**config.mk**
```make
export PLATFORM = sky130hd
export DESIGN_NAME = port_e_gpio_pin_mux
export DESIGN_NICKNAME = d
export VERILOG_FILES = /design/src/rtl/gpio_pkg.sv /design/src/rtl/fall_edge_det.sv /design/src/rtl/port_e_gpio_pin_mux.sv
export SDC_FILE = /design/constraint.sdc
export NUM_CORES = 1
export LEC_CHECK = 0
export BUFFER_PORTS_ARGS = -buffer_cell sky130_fd_sc_hd__clkbuf_2
export CORE_ASPECT_RATIO = 0.9
export CORE_MARGIN = 3
export CORE_UTILIZATION = 53
export DETAILED_ROUTE_END_ITERATION = 12
export PLACE_DENSITY = 0.94
export RECOVER_POWER = 50
export REMOVE_ABC_BUFFERS = 1
export SLEW_MARGIN = 20
export SYNTH_ARGS = -nofsm -noshare
export SYNTH_HDL_FRONTEND = slang
export SYNTH_HIERARCHICAL = 1
export SYNTH_SLANG_ARGS = --single-unit
```
**constraint.sdc**
```tcl
create_clock -name sys_clk_i -period 2.99 [get_ports sys_clk_i]
set_input_delay 0 -clock sys_clk_i [delete_from_list [all_inputs] [get_ports sys_clk_i]]
set_output_delay 0 -clock sys_clk_i [all_outputs]
set_load 0.005 [all_outputs]
```
**src/rtl/gpio_pkg.sv**
```systemverilog
package gpio_pkg;

    // port width and placement of the data bits inside the byte
    localparam int          PINS       = 6;
    localparam int          DATA_LSB   = 2;
    localparam int          SPI_LSB    = 2;
    localparam int          SPI_PINS   = 4;
    localparam int          LED_BITS   = 3;
    localparam int          IRQ_BITS   = 2;

    // register byte addresses
    localparam logic [7:0]  ADDR_DATA  = 8'h08;
    localparam logic [7:0]  ADDR_DIR   = 8'h0c;
    localparam logic [7:0]  ADDR_OPT1  = 8'h10;
    localparam logic [7:0]  ADDR_OPT2  = 8'h14;
    localparam logic [7:0]  ADDR_STAT  = 8'h18;
    localparam logic [7:0]  ADDR_MASK  = 8'h1c;

    // port option one: led sink drive bits for port b pins 5, 1, 0
    localparam int          LED_B0     = 0;
    localparam int          LED_B1     = 1;
    localparam int          LED_B5     = 5;

    // port option two fields
    localparam int          OPT2_PULL2 = 0;
    localparam int          OPT2_PULL3 = 1;
    localparam int          OPT2_DPLUS = 2;
    localparam int          OPT2_IRQ3  = 3;
    localparam int          OPT2_BITS  = 4;

    // status and mask fields
    localparam int          STAT_PIN3  = 0;
    localparam int          STAT_EXT   = 1;

    // reset values
    localparam logic [5:0]  RST_DIR    = 6'h00;
    localparam logic [5:0]  RST_LATCH  = 6'h00;
    localparam logic [2:0]  RST_LED    = 3'h0;
    localparam logic [3:0]  RST_OPT2   = 4'h0;
    localparam logic [1:0]  RST_IRQ    = 2'h0;
    localparam logic [7:0]  RST_RDATA  = 8'h00;

    typedef enum logic [1:0] {
        P2_USB  = 2'b00,
        P2_KBD  = 2'b01,
        P2_GPIO = 2'b10
    } pin2_mode_e;

    typedef enum logic [1:0] {
        P3_USB  = 2'b00,
        P3_IRQ  = 2'b01,
        P3_GPIO = 2'b10
    } pin3_mode_e;

    // open-drain pad: enable (low) only while the latch asks for a low
    function automatic logic od_oe_n(input logic dir, input logic latch);
        od_oe_n = ~(dir & ~latch);
    endfunction : od_oe_n

endpackage : gpio_pkg

```
**src/rtl/fall_edge_det.sv**
```systemverilog
`timescale 1ns/1ps
module fall_edge_det (
    // clock and reset
    input  wire logic sys_clk_i,
    input  wire logic resetn_i,
    // level in, pulse out
    input  wire logic level_i,
    input  wire logic enable_i,
    output logic      fall_o
);

    logic prev_r;

    // idle level of both request lines is high
    always_ff @(posedge sys_clk_i)
    begin
        if (!resetn_i)
        begin
            prev_r <= 1'b1;
        end
        else
        begin
            prev_r <= level_i;
        end
    end

    always_ff @(posedge sys_clk_i)
    begin
        if (!resetn_i)
        begin
            fall_o <= 1'b0;
        end
        else
        begin
            fall_o <= enable_i & prev_r & ~level_i;
        end
    end

endmodule : fall_edge_det

```
**src/rtl/port_e_gpio_pin_mux.sv**
```systemverilog
// Contract
// with usb on, pin 2 is d+; d+ pullup follows the d+ pullup enable
// usb off, clock generator on: pin 2 open-drain clock out, pullup selectable
// both off: pin 2 open-drain gpio by direction; 1.2k wins over 5k
// usb on: pins 2 and 3 go to usb; port settings ignored
// usb off, pin 3 irq on: pin 3 input to interrupt logic, pullup selectable
// usb off, irq off: pin 3 gpio in or open-drain out, optional 5k
// 5k pullups on pins 2 and 3 only while usb is off
// d+ pullup enable overrides pin 2 weak pullup; never both active
// direction bit 1 enables the output buffer, 0 makes an input
// reset clears all six direction bits
// data read gives latch where direction is 1, pin where 0
// latch always writable; input pins unaffected by the write
// spi on takes the four upper pins; direction still selects read source
// software writes the latch before turning a pin to output
// led bits select high-sink drive for port b pins 5, 1, 0
// six data latch bits at positions 7 to 2
// pin 3 edge sets its flag; request ored with dedicated irq pin
//
// The implementer's own choice: strobed register access.
`timescale 1ns/1ps
module port_e_gpio_pin_mux
    import gpio_pkg::*;
(
    // clock and reset
    input  wire logic                sys_clk_i,
    input  wire logic                resetn_i,
    // register port
    input  wire logic [7:0]          addr_i,
    input  wire logic [7:0]          wr_data_i,
    input  wire logic                wr_en_i,
    input  wire logic                rd_en_i,
    output logic      [7:0]          rd_data_o,
    // pads, index 0 is pin 2
    input  wire logic [PINS-1:0]     pin_in_i,
    output logic      [PINS-1:0]     pin_out_o,
    output logic      [PINS-1:0]     pin_oe_n_o,
    output logic      [1:0]          pull_5k_o,
    output logic                     pull_1k2_o,
    output logic                     pull_dplus_o,
    output logic      [LED_BITS-1:0] led_sink_drive_o,
    // usb hand-over, index 0 is d+
    input  wire logic                usb_function_on_i,
    input  wire logic [1:0]          usb_out_i,
    input  wire logic [1:0]          usb_oe_n_i,
    output logic      [1:0]          usb_in_o,
    // keyboard clock generator
    input  wire logic                kbd_clock_gen_on_i,
    input  wire logic                kbd_clk_low_i,
    output logic                     kbd_clk_in_o,
    // spi hand-over
    input  wire logic                spi_pins_on_i,
    input  wire logic [SPI_PINS-1:0] spi_out_i,
    input  wire logic [SPI_PINS-1:0] spi_oe_n_i,
    output logic      [SPI_PINS-1:0] spi_in_o,
    // external interrupt
    input  wire logic                ext_irq_n_i,
    output logic                     irq_req_o,
    output logic                     irq_o
);

    logic [PINS-1:0]     latch_r;
    logic [PINS-1:0]     dir_r;
    logic [LED_BITS-1:0] led_r;
    logic [OPT2_BITS-1:0] opt2_r;
    logic [IRQ_BITS-1:0] stat_r;
    logic [IRQ_BITS-1:0] stat_nxt;
    logic [IRQ_BITS-1:0] mask_r;
    logic [PINS-1:0]     pin_smp_r;
    logic [PINS-1:0]     pin_out_nxt;
    logic [PINS-1:0]     pin_oe_n_nxt;
    logic [PINS-1:0]     read_view;
    logic [7:0]          rd_data_nxt;
    logic                pin3_fall;
    logic                ext_fall;
    pin2_mode_e          pin2_mode;
    pin3_mode_e          pin3_mode;

    // pin ownership priority
    always_comb
    begin
        if (usb_function_on_i)
            pin2_mode = P2_USB;
        else if (kbd_clock_gen_on_i)
            pin2_mode = P2_KBD;
        else
            pin2_mode = P2_GPIO;
        if (usb_function_on_i)
            pin3_mode = P3_USB;
        else if (opt2_r[OPT2_IRQ3])
            pin3_mode = P3_IRQ;
        else
            pin3_mode = P3_GPIO;
    end

    // register writes
    always_ff @(posedge sys_clk_i)
    begin
        if (!resetn_i)
            latch_r <= RST_LATCH;
        else if (wr_en_i && addr_i == ADDR_DATA)
            latch_r <= wr_data_i[DATA_LSB +: PINS]; // see R12
    end

    always_ff @(posedge sys_clk_i)
    begin
        if (!resetn_i)
            dir_r <= RST_DIR;
        else if (wr_en_i && addr_i == ADDR_DIR)
            dir_r <= wr_data_i[DATA_LSB +: PINS];
    end

    always_ff @(posedge sys_clk_i)
    begin
        if (!resetn_i)
        begin
            led_r  <= RST_LED;
            opt2_r <= RST_OPT2;
            mask_r <= RST_IRQ;
        end
        else if (wr_en_i)
        begin
            if (addr_i == ADDR_OPT1)
            begin
                led_r <= {wr_data_i[LED_B5], wr_data_i[LED_B1], wr_data_i[LED_B0]};
            end
            if (addr_i == ADDR_OPT2)
            begin
                opt2_r <= wr_data_i[OPT2_BITS-1:0];
            end
            if (addr_i == ADDR_MASK)
            begin
                mask_r <= wr_data_i[IRQ_BITS-1:0];
            end
        end
    end

    // pads are synchronous; one sampling stage feeds reads and edge logic
    always_ff @(posedge sys_clk_i)
    begin
        if (!resetn_i)
        begin
            pin_smp_r <= {PINS{1'b1}};
        end
        else
        begin
            pin_smp_r <= pin_in_i;
        end
    end

    fall_edge_det u_pin3_edge (
        .sys_clk_i (sys_clk_i),
        .resetn_i  (resetn_i),
        .level_i   (pin_smp_r[1]),
        .enable_i  (pin3_mode == P3_IRQ),
        .fall_o    (pin3_fall)
    );

    fall_edge_det u_ext_edge (
        .sys_clk_i (sys_clk_i),
        .resetn_i  (resetn_i),
        .level_i   (ext_irq_n_i),
        .enable_i  (1'b1),
        .fall_o    (ext_fall)
    );

    // sticky status, write one to clear; a new edge beats the clear
    always_comb
    begin
        stat_nxt = stat_r;
        if (wr_en_i && addr_i == ADDR_STAT)
        begin
            stat_nxt = stat_r & ~wr_data_i[IRQ_BITS-1:0];
        end
        stat_nxt[STAT_PIN3] = stat_nxt[STAT_PIN3] | pin3_fall;
        stat_nxt[STAT_EXT]  = stat_nxt[STAT_EXT] | ext_fall;
    end

    always_ff @(posedge sys_clk_i)
    begin
        if (!resetn_i)
        begin
            stat_r    <= RST_IRQ;
            irq_o     <= 1'b0;
            irq_req_o <= 1'b0;
        end
        else
        begin
            stat_r    <= stat_nxt;
            irq_o     <= |(stat_nxt & mask_r);
            irq_req_o <= pin3_fall | ext_fall;
        end
    end

    // read path
    assign read_view = (dir_r & latch_r) | (~dir_r & pin_smp_r); // see R11

    always_comb
    begin
        rd_data_nxt = RST_RDATA;
        unique case (addr_i)
            ADDR_DATA: rd_data_nxt[DATA_LSB +: PINS] = read_view;
            ADDR_DIR:  rd_data_nxt[DATA_LSB +: PINS] = dir_r;
            ADDR_OPT1:
            begin
                rd_data_nxt[LED_B0] = led_r[0];
                rd_data_nxt[LED_B1] = led_r[1];
                rd_data_nxt[LED_B5] = led_r[2];
            end
            ADDR_OPT2: rd_data_nxt[OPT2_BITS-1:0] = opt2_r;
            ADDR_STAT: rd_data_nxt[IRQ_BITS-1:0]  = stat_r;
            ADDR_MASK: rd_data_nxt[IRQ_BITS-1:0]  = mask_r;
            default:   rd_data_nxt = RST_RDATA;
        endcase
    end

    always_ff @(posedge sys_clk_i)
    begin
        if (!resetn_i || !rd_en_i)
        begin
            rd_data_o <= RST_RDATA;
        end
        else
        begin
            rd_data_o <= rd_data_nxt;
        end
    end

    // pad drive; upper pins are push-pull, pins 2 and 3 open-drain unless usb drives them
    always_comb
    begin
        pin_out_nxt  = latch_r;
        pin_oe_n_nxt = ~dir_r;
        unique case (pin2_mode)
            P2_USB:
            begin
                pin_out_nxt[0]  = usb_out_i[0];
                pin_oe_n_nxt[0] = usb_oe_n_i[0];
            end
            P2_KBD:
            begin
                pin_out_nxt[0]  = 1'b0;
                pin_oe_n_nxt[0] = ~kbd_clk_low_i;
            end
            P2_GPIO:
            begin
                pin_out_nxt[0]  = 1'b0;
                pin_oe_n_nxt[0] = od_oe_n(dir_r[0], latch_r[0]);
            end
        endcase
        unique case (pin3_mode)
            P3_USB:
            begin
                pin_out_nxt[1]  = usb_out_i[1];
                pin_oe_n_nxt[1] = usb_oe_n_i[1];
            end
            P3_IRQ:
            begin
                pin_out_nxt[1]  = 1'b0;
                pin_oe_n_nxt[1] = 1'b1;
            end
            P3_GPIO:
            begin
                pin_out_nxt[1]  = 1'b0;
                pin_oe_n_nxt[1] = od_oe_n(dir_r[1], latch_r[1]);
            end
        endcase
        // spi owns its pins outright, direction bits only steer reads
        if (spi_pins_on_i)
        begin
            pin_out_nxt[SPI_LSB +: SPI_PINS]  = spi_out_i;
            pin_oe_n_nxt[SPI_LSB +: SPI_PINS] = spi_oe_n_i;
        end
    end

    always_ff @(posedge sys_clk_i)
    begin
        if (!resetn_i)
        begin
            pin_out_o  <= RST_LATCH;
            pin_oe_n_o <= {PINS{1'b1}};
        end
        else
        begin
            pin_out_o  <= pin_out_nxt;
            pin_oe_n_o <= pin_oe_n_nxt;
        end
    end

    // pullups: 1.2k and 5k on pin 2 are mutually exclusive by construction
    always_ff @(posedge sys_clk_i)
    begin
        if (!resetn_i)
        begin
            pull_5k_o    <= 2'b00;
            pull_1k2_o   <= 1'b0;
            pull_dplus_o <= 1'b0;
        end
        else
        begin
            pull_dplus_o <= usb_function_on_i & opt2_r[OPT2_DPLUS];
            pull_1k2_o   <= ~usb_function_on_i & opt2_r[OPT2_DPLUS]; // see R3
            pull_5k_o[0] <= ~usb_function_on_i & ~opt2_r[OPT2_DPLUS]
                            & opt2_r[OPT2_PULL2]; // see R7
            pull_5k_o[1] <= ~usb_function_on_i & opt2_r[OPT2_PULL3];
        end
    end

    // hand-over inputs and led drive
    always_ff @(posedge sys_clk_i)
    begin
        if (!resetn_i)
        begin
            usb_in_o         <= 2'b11;
            kbd_clk_in_o     <= 1'b1;
            spi_in_o         <= {SPI_PINS{1'b1}};
            led_sink_drive_o <= RST_LED;
        end
        else
        begin
            usb_in_o         <= pin_in_i[1:0];
            kbd_clk_in_o     <= pin_in_i[0];
            spi_in_o         <= pin_in_i[SPI_LSB +: SPI_PINS];
            led_sink_drive_o <= led_r;
        end
    end

    a_usb_pin_grant: assert property (@(posedge sys_clk_i) disable iff (!resetn_i)
        usb_function_on_i |=> pin_oe_n_o[1:0] == $past(usb_oe_n_i))
        else $error("usb pins not handed over");
    a_dplus_pull_follow: assert property (@(posedge sys_clk_i) disable iff (!resetn_i)
        (usb_function_on_i && opt2_r[OPT2_DPLUS]) |=> pull_dplus_o && !pull_1k2_o)
        else $error("d+ pullup not applied");
    a_kbd_clock_drive: assert property (@(posedge sys_clk_i) disable iff (!resetn_i)
        (!usb_function_on_i && kbd_clock_gen_on_i)
        |=> !pin_out_o[0] && pin_oe_n_o[0] == !$past(kbd_clk_low_i))
        else $error("keyboard clock not driven on pin 2");
    a_pin2_open_drain: assert property (@(posedge sys_clk_i) disable iff (!resetn_i)
        (!usb_function_on_i && !kbd_clock_gen_on_i && dir_r[0] && !latch_r[0])
        |=> !pin_oe_n_o[0] && !pin_out_o[0])
        else $error("pin 2 open drain low missing");
    a_pin3_irq_input: assert property (@(posedge sys_clk_i) disable iff (!resetn_i)
        (!usb_function_on_i && opt2_r[OPT2_IRQ3]) |=> pin_oe_n_o[1])
        else $error("pin 3 driven while irq input");
    a_weak_pull_usb: assert property (@(posedge sys_clk_i) disable iff (!resetn_i)
        usb_function_on_i |=> pull_5k_o == 2'b00)
        else $error("weak pullup on with usb");
    a_pull_exclusive: assert property (@(posedge sys_clk_i) disable iff (!resetn_i)
        !(pull_5k_o[0] && pull_1k2_o))
        else $error("both pin 2 pullups active");
    a_dir_reset: assert property (@(posedge sys_clk_i)
        !resetn_i |=> dir_r == RST_DIR)
        else $error("direction not cleared by reset");
    a_read_mix: assert property (@(posedge sys_clk_i) disable iff (!resetn_i)
        (rd_en_i && addr_i == ADDR_DATA)
        |=> rd_data_o[DATA_LSB +: PINS] == $past(read_view))
        else $error("data read source wrong");
    a_spi_override: assert property (@(posedge sys_clk_i) disable iff (!resetn_i)
        spi_pins_on_i |=> pin_out_o[SPI_LSB +: SPI_PINS] == $past(spi_out_i))
        else $error("spi pins not overridden");
    a_pin3_flag_set: assert property (@(posedge sys_clk_i) disable iff (!resetn_i)
        pin3_fall |=> stat_r[STAT_PIN3] && irq_req_o)
        else $error("pin 3 edge lost");

endmodule : port_e_gpio_pin_mux

```
==> summary.txt, run 1 <==
Synthesis
  – Count of yosys warnings during synthesis: 6
  – Combinational family with the most area after synthesis: simple AND/OR/NAND/NOR gates
  – Synthesized area per cell: about 10 sq um
  – Share of synthesized flip-flops with an asynchronous set or reset: 0%
  – Flops & latches, synth: 62
  – Fraction of the mapped netlist area in adder cells: 0%
  – Top FF cell, synth: sky130_fd_sc_hd__dfxtp_1
  – Netlist Area Pre-Place: 0.002337 sq mm
  – Cells after synthesis: 232
  – Synth Area in Simple Gates: 25.05%
  – Multiplexer fraction of the synthesized cell area: approximately a tenth
  – Synthesized-area fraction occupied by ao, oa, aoi and oai cells: 8.137%
  – Sequential area share after synthesis: 53.10%
  – Xor and xnor fraction of the mapped netlist area: 0%
  – Number of library cell types mapped by synthesis: 38
  – Number of synthesized flops with an enable pin: 0

Detailed routing
  – First DRT Iteration DRCs: 137
  – DR pass1 iterations: 4
  – Post-detailed-route wirelength per cell: 14.54 um
  – Post-detailed-route DRC marker count: 0
  – Total number of vias: around 2.1k
  – DRT antenna net count: 0
  – Ratio of routed vias to standard cells: 5.190
  – DRT Wirelength: slightly below 6000 um

Finish
  – Antenna fix cells: 0
  – # fillers: 283
  – Area of all placed cells without fillers: 0.003172 sq mm
  – Sequential cell area: about 0.0012 sq mm
  – Layout Nets: roughly 380
  – Share of layout cells above drive strength 1: approximately a quarter
  – Final instance count without filler cells: 399
  – Multi-input combinational cell area: 0.001010 sq mm
  – Post-synthesis to final-layout area growth: 35.71%

Power
  – Power share of the combinational group: 8.7%
  – Sequential share of power: 52.6%
  – Switching Share: 21.91%
  – Worst vdd ir: 0.0004019 V
  – Power Internal: 1.257 mW
  – Clock group share of total power: about two fifths
  – Pleak: 1.411 nW
  – Switching power of the nets: 0.3527 mW
  – Power density relative to cell area: 507.6 mW/mm^2

Global routing
  – Initial antenna violation count: 0
  – Via count of the first global-routing pass: 2105
  – Leftover overflow at the end of global routing: 0
  – Global router's overall resource usage: between 20% and 30%
  – Wire length of the first global-routing pass: 9722 um
  – Maximum number of pins on one net before global-route repair: 53

Timing
  – Final count of negative-setup-slack endpoints: 0
  – Clock skew: approximately 0.0080 ns
  – Final Slew Violations: 53
  – Hold Fails Final Rpt: 0
  – Relative max-transition margin: -25.80%
  – Final period util: 58.73%
  – Final worst path period need: between 1.5 and 2 ns
  – Fmax: 569.4 MHz
  – Setup total negative slack: 0 ns
  – Setup repair after global routing missed its margin: false
  – Tightest Pin Transition: 1.887 ns

Run status
  – Violated checks: max-capacitance violations, max-slew violations
  – Run status: finished, violations left

Floorplan
  – Width of the chip: 76 um
  – Die Outline Area: 0.005244 sq mm
  – Top-Level Pins: 79
  – Die extent in y: 69 um
  – Number of rows created at floorplan: 22
  – Starting density of the core: 56.23%
  – Core area: 0.004156 sq mm

Clock network
  – Number of setup buffers added after CTS: 0
  – Worst skew pair latency: roughly 0.33 ns
  – Cts repair resizes: 0
  – Number of buffers created by CTS: 9
  – Worst-case clock buffer depth: 2
  – Sinks on Clock Net: 62
  – Register clock-pin slew on the reported worst setup and hold paths: roughly 0.070 ns
  – Total number of H-tree levels: 3
  – Clock tree from TritonCTS: yes
  – Clock Root Buffer: sky130_fd_sc_hd__clkbuf_8

Hold path
  – Hold Crit Depth: 2
  – Hold wc startpoint: usb_function_on_i
  – Worst hold path type: in -> reg
  – End point of the worst hold path: pull_5k_o[0]

Critical path
  – Worst reg2reg path startpoint: dir_r[0]
  – Maximum fanout encountered on the critical timing path: 52
  – R2R cell count: 4
  – Max stage delay cell, worst path: sky130_fd_sc_hd__clkbuf_1
  – Critical Path Sink Type: register
  – Kind of critical path: in -> reg
  – Largest stage delay on the critical path: 1.33 ns
  – Capture point of the worst reg-to-reg path: pin_oe_n_o[0]
  – CP required: 3.24 ns
  – Flop2flop setup slack: 1.98 ns
  – Kind of start point of the critical path: input pin
  – Delay-heaviest family, CP: buffers and inverters
  – Crit path arrival time: 2.01 ns
  – Crit path buf inv count: 1
  – Chain of cells forming the critical path: clkbuf_1, nand3_1, nor3_1

Place
  – Hpwl dp: 3566 um
  – Dpl cells: about 360
  – Buffers on Ports: slightly below 80
  – Final weighted congestion of routability-driven global placement: 0.9104
  – Area of placed instances: 0.002739 sq mm

Run
  – Number of max-capacitance violations reported: 1
==> Yosys cell counts (2+ instances only) <==
cell / n / area share (%)
sky130_fd_sc_hd__a32oi_1: 3 / 1.1
sky130_fd_sc_hd__nor2_1: 4 / 0.64
sky130_fd_sc_hd__nor2b_1: 17 / 4.6
sky130_fd_sc_hd__nand4_1: 3 / 0.80
sky130_fd_sc_hd__nor3b_1: 3 / 0.96
sky130_fd_sc_hd__o211ai_1: 4 / 1.3
sky130_fd_sc_hd__nand3_1: 8 / 1.7
sky130_fd_sc_hd__inv_1: 4 / 0.64
sky130_fd_sc_hd__and4_1: 2 / 0.75
sky130_fd_sc_hd__o21ai_0: 14 / 3.0
sky130_fd_sc_hd__and2_1: 2 / 0.54
sky130_fd_sc_hd__nand2b_1: 11 / 2.9
sky130_fd_sc_hd__nor4b_1: 2 / 0.75
sky130_fd_sc_hd__dfxtp_1: 62 / 53
sky130_fd_sc_hd__nor3_1: 2 / 0.43
sky130_fd_sc_hd__clkbuf_1: 9 / 1.4
sky130_fd_sc_hd__a21oi_1: 6 / 1.3
sky130_fd_sc_hd__mux2i_1: 23 / 9.9
sky130_fd_sc_hd__nand2_1: 24 / 3.9
sky130_fd_sc_hd__and3b_1: 2 / 0.75
sky130_fd_sc_hd__and3_1: 4 / 1.1
sky130_fd_sc_hd__buf_2: 3 / 0.64
sky130_fd_sc_hd__o22ai_1: 3 / 0.80
sky130_fd_sc_hd__or3_4: 2 / 0.96
sky130_fd_sc_hd__and4b_1: 2 / 0.86
==> area by class of cell <==
cell class | count | area share (%)
clock buffers | 14 | 5.128
inverters | 4 | 0.4734
clock inverters | 1 | 0.1578
repair buffers | 107 | 20.91
flip-flops and latches | 62 | 39.13
multi-input cells | 151 | 31.83
well taps | 60 | 2.367
==> flip-flops by register name, indices dropped and copies added, names as in the netlist, 2 cells and up <==
name	cells
mask_r	2
latch_r	6
stat_r	2
pull_5k_o	2
opt2_r	4
pin_oe_n_o	6
pin_smp_r	6
pin_out_o	6
led_r	3
dir_r	6
led_sink_drive_o	3
rd_data_o	8
==> worst reg2reg max path, cell delays in order, from the launching register on <==
cell and delay [ns]:
sky130_fd_sc_hd__dfxtp_1 0.36, sky130_fd_sc_hd__nor3b_1 0.19, sky130_fd_sc_hd__a211oi_1 0.07, sky130_fd_sc_hd__a21oi_1 0.12, sky130_fd_sc_hd__nand2_1 0.07
==> layer usage <==
layer | routed length [um] | up-vias | track usage (%)
met5 | 0 | - | 0
met4 | 165 | 0 | 10.06
met3 | 456 | 20 | 10.44
met2 | 2829 | 99 | 38.39
met1 | 2350 | 944 | 26.61
li1 | - | 1008 | -
==> power groups by stage <==
stage          Combinational, mW  Clock [mW]  Sequential (mW)
6_report                   0.139       0.623            0.847
5_1_grt                    0.153       0.676            0.849
4_1_cts                    0.137       0.634            0.847
3_5_place_dp               0.108           0            0.866
3_3_place_gp               0.105           0            0.865
2_1_floorplan             0.0357           0            0.866
==> worst max-delay path by stage <==
| stage | from | end | cells past startpoint |
|---|---|---|---|
| floorplan | addr_i[5] | opt2_r[0] | 4 |
| global placement | addr_i[5] | dir_r[4] | 5 |
| detailed placement | addr_i[5] | dir_r[5] | 5 |
| CTS | addr_i[5] | dir_r[4] | 5 |
| global route | resetn_i | rd_data_o[7] | 3 |
| finish | resetn_i | rd_data_o[7] | 3 |
==> kinds of logic after synthesis <==
| family | after synthesis |
|---|---|
| AO/OA/AOI/OAI | 32 |
| buffers and inverters | 19 |
| flip-flops | 62 |
| multiplexers | 23 |
| other | 1 |
| AND/OR/NAND/NOR | 95 |
==> layout by cell type (no fill, tap or decap), types with 2 or more instances in the layout <==
cell type                       count
sky130_fd_sc_hd__and4b_1            2
sky130_fd_sc_hd__nand4_1            3
sky130_fd_sc_hd__nand2_1           24
sky130_fd_sc_hd__and2_1             2
sky130_fd_sc_hd__and3b_1            2
sky130_fd_sc_hd__nor2_1             4
sky130_fd_sc_hd__inv_1              4
sky130_fd_sc_hd__and3_1             4
sky130_fd_sc_hd__nor4b_1            2
sky130_fd_sc_hd__nor3b_1            3
sky130_fd_sc_hd__mux2i_1           23
sky130_fd_sc_hd__nand3_1            8
sky130_fd_sc_hd__nor2b_1           17
sky130_fd_sc_hd__o211ai_1           4
sky130_fd_sc_hd__a32oi_1            3
sky130_fd_sc_hd__clkbuf_1          15
sky130_fd_sc_hd__clkbuf_2          66
sky130_fd_sc_hd__nor3_1             2
sky130_fd_sc_hd__o22ai_1            3
sky130_fd_sc_hd__or3_4              2
sky130_fd_sc_hd__dfxtp_1           62
sky130_fd_sc_hd__a21oi_1            6
sky130_fd_sc_hd__nand2b_1          11
sky130_fd_sc_hd__and4_1             2
sky130_fd_sc_hd__dlygate4sd3_1     28
sky130_fd_sc_hd__o21ai_0           14
sky130_fd_sc_hd__clkbuf_8          11
==> what timing repair did <==
| item | 4_1_cts | 5_1_grt |
|---|---|---|
| hold endpoints to repair | 45 | 0 |
| hold buffers | 28 | 0 |
| setup endpoints to repair | 0 | 0 |
==> per-stage QoR <==
step	hold WS [ns]	worst slack [ns]	util, %	power (mW)
after CTS	0.01899	1.808	76.67	1.619
after detailed placement	0.1875	1.456	65.89	0.9736
after floorplan	0.06194	1.847	-	0.9018
after global placement	0.1787	1.496	65.89	0.9701
final	0.03446	1.234	76.31	1.610
after global routing	0.04002	0.8992	76.31	1.677
No activity file was read; power rests on OpenSTA's default activity.
==> inputs of run 2 (changes only) <==
- CORE_UTILIZATION: 53 -> 44
- PLACE_DENSITY: 0.94 -> 0.84
- clock period: 2.99 -> 1.6 ns (I/O delays scaled with it)
==> summary.txt, run 2 (same netlist as run 1, synthesis figures left out) <==
Run status
  – Run status: finished, final reports clean

Critical path
  – Start point of the critical path: addr_i[5]
  – Worst reg2reg path startpoint: dir_r[2]
  – Kind of critical path: in -> reg
  – Maximum fanout encountered on the critical timing path: 5
  – R2R cell count: 2
  – Crit path arrival time: 1.33 ns
  – Kind of start point of the critical path: input pin
  – Critical Path Sink Type: register
  – Flop2flop setup slack: roughly 0.63 ns
  – Capture point of the worst reg-to-reg path: rd_data_o[4]
  – CP required: 1.86 ns
  – Worst setup path endpoint: opt2_r[2]

Finish
  – Antenna fix cells: 0
  – Top library cells by usage in the layout, fill and taps aside: sky130_fd_sc_hd__clkbuf_2 (66), sky130_fd_sc_hd__dfxtp_1 (62), sky130_fd_sc_hd__dlygate4sd3_1 (28)
  – Layout Nets: 383
  – Most frequent standard cell in the layout excluding fill and tap cells: sky130_fd_sc_hd__clkbuf_2
  – Largest register by flop count: rd_data_o
  – Post-synthesis to final-layout area growth: 37.79%
  – Share of layout cells above drive strength 1: about a quarter
  – Area of all placed cells without fillers: 0.003221 sq mm
  – Flip-flop count of the largest register after layout: 8

Global routing
  – Wire length of the first global-routing pass: 8928 um
  – Leftover overflow at the end of global routing: 0
  – Maximum number of pins on one net before global-route repair: 31
  – Via count of the first global-routing pass: 1943
  – Global router's overall resource usage: 18.65%
  – Initial antenna violation count: 0

Floorplan
  – Die Outline Area: roughly 0.0062 sq mm
  – Starting density of the core: 46.89%
  – Number of rows created at floorplan: 24
  – Width of the chip: 82.83 um
  – Core area: ~0.0050 sq mm
  – Die extent in y: 75.15 um
  – Top-Level Pins: 79

Timing
  – Clock skew: just under 0.006 ns
  – Final count of negative-setup-slack endpoints: 0
  – Tightest Pin Transition: 0.6123 ns
  – Relative max-transition margin: 59.18%
  – Final period util: approximately 67%
  – Fmax: 937.3 MHz
  – Hold Fails Final Rpt: 0
  – Setup total negative slack: 0 ns
  – Final Slew Violations: 0
  – PnR worst setup slack: 0.5331 ns
  – Final worst path period need: approximately 1.1 ns
  – Worst hold slack after final layout: approximately 0.014 ns
  – Setup repair after global routing missed its margin: false

Clock network
  – Worst-case clock buffer depth: 2
  – Sinks on Clock Net: between 60 and 70
  – Cts repair resizes: 0
  – Number of buffers created by CTS: 9
  – Worst skew pair latency: between 0.3 and 0.4 ns
  – Clock tree from TritonCTS: yes
  – Clock Root Buffer: sky130_fd_sc_hd__clkbuf_8
  – Register clock-pin slew on the reported worst setup and hold paths: roughly 0.060 ns
  – Number of buffers inserted by hold repair at cts: 28
  – Number of setup buffers added after CTS: 0
  – Total number of H-tree levels: 3

Hold path
  – Worst hold path type: in -> reg

Place
  – Buffers on Ports: 78
  – Worst slack at placement: 0.1827 ns
  – Final weighted congestion of routability-driven global placement: 0.8985
  – Hpwl dp: 3840 um
  – Area of placed instances: 0.002795 sq mm

Detailed routing
  – Ratio of routed vias to standard cells: 5.081
  – DRT Wirelength: between 5000 and 6000 um
  – Post-detailed-route DRC marker count: 0
  – DR pass1 iterations: 5
  – DRT antenna net count: 0
  – First DRT Iteration DRCs: roughly 120
  – Total number of vias: about 2.1k
  – Post-detailed-route wirelength per cell: 13.74 um

Power
  – Pleak: 1.430 nW
  – Power density relative to cell area: 942.0 mW/mm^2
  – Final Power: 3.034 mW
  – Worst vdd ir: around 0.00057 V

Run
  – Number of max-capacitance violations reported: 0
## run 2: cell types whose count changed in the layout (fill, tap and decap cells not counted), sizes merged
cell,before,now
buf,1,4
clkbuf,92,94
## run 2: critical path, stage by stage
cell,delay [ns]
sky130_fd_sc_hd__clkbuf_2,0.10
sky130_fd_sc_hd__or3_4,0.41
sky130_fd_sc_hd__nor3_4,0.27
sky130_fd_sc_hd__and3_1,0.33
sky130_fd_sc_hd__mux2i_1,0.23
## run 2: area by class of cell
cell class              instances  area [sq um]
fillers                       434          1764
flip-flops and latches         62          1241
multi-input cells             151          1010
repair buffers                112         705.7
clock buffers                  14         162.7
well taps                      65         81.33
inverters                       4         15.01
clock inverters                 1         5.005
## run 2: per-layer routing
metal  vias to the layer above  wire length [um]  track usage [%]
li1                       1021                 -                -
met1                       960              2410            21.04
met2                        76              2638            30.87
met3                        21               379            8.534
met4                         0               190            8.530
met5                         -                 0                0
## run 2: worst min-delay path by stage
| stage | endpoint | start | cells after the start |
|---|---|---|---|
| 3_3_place_gp | pin_smp_r[1] | pin_in_i[1] | 2 |
| 4_1_cts | pull_5k_o[0] | usb_function_on_i | 2 |
| 6_report | pin_oe_n_o[0] | kbd_clk_low_i | 4 |
| 3_5_place_dp | pin_smp_r[1] | pin_in_i[1] | 2 |
| 5_1_grt | pull_5k_o[0] | usb_function_on_i | 2 |
| 2_1_floorplan | pin_oe_n_o[0] | resetn_i | 1 |
## run 2: report_power, final
group          switching [mW]  internal (mW)  total [mW]
Clock                   0.547          0.637        1.18
Combinational           0.119          0.146       0.266
Sequential             0.0118           1.57        1.58
## run 2: stage by stage
stage,cells,util [%]
after floorplan,217,-
final,409,64.61
after CTS,409,65.06
after global routing,409,64.61
after global placement,366,56.07
after detailed placement,366,56.07
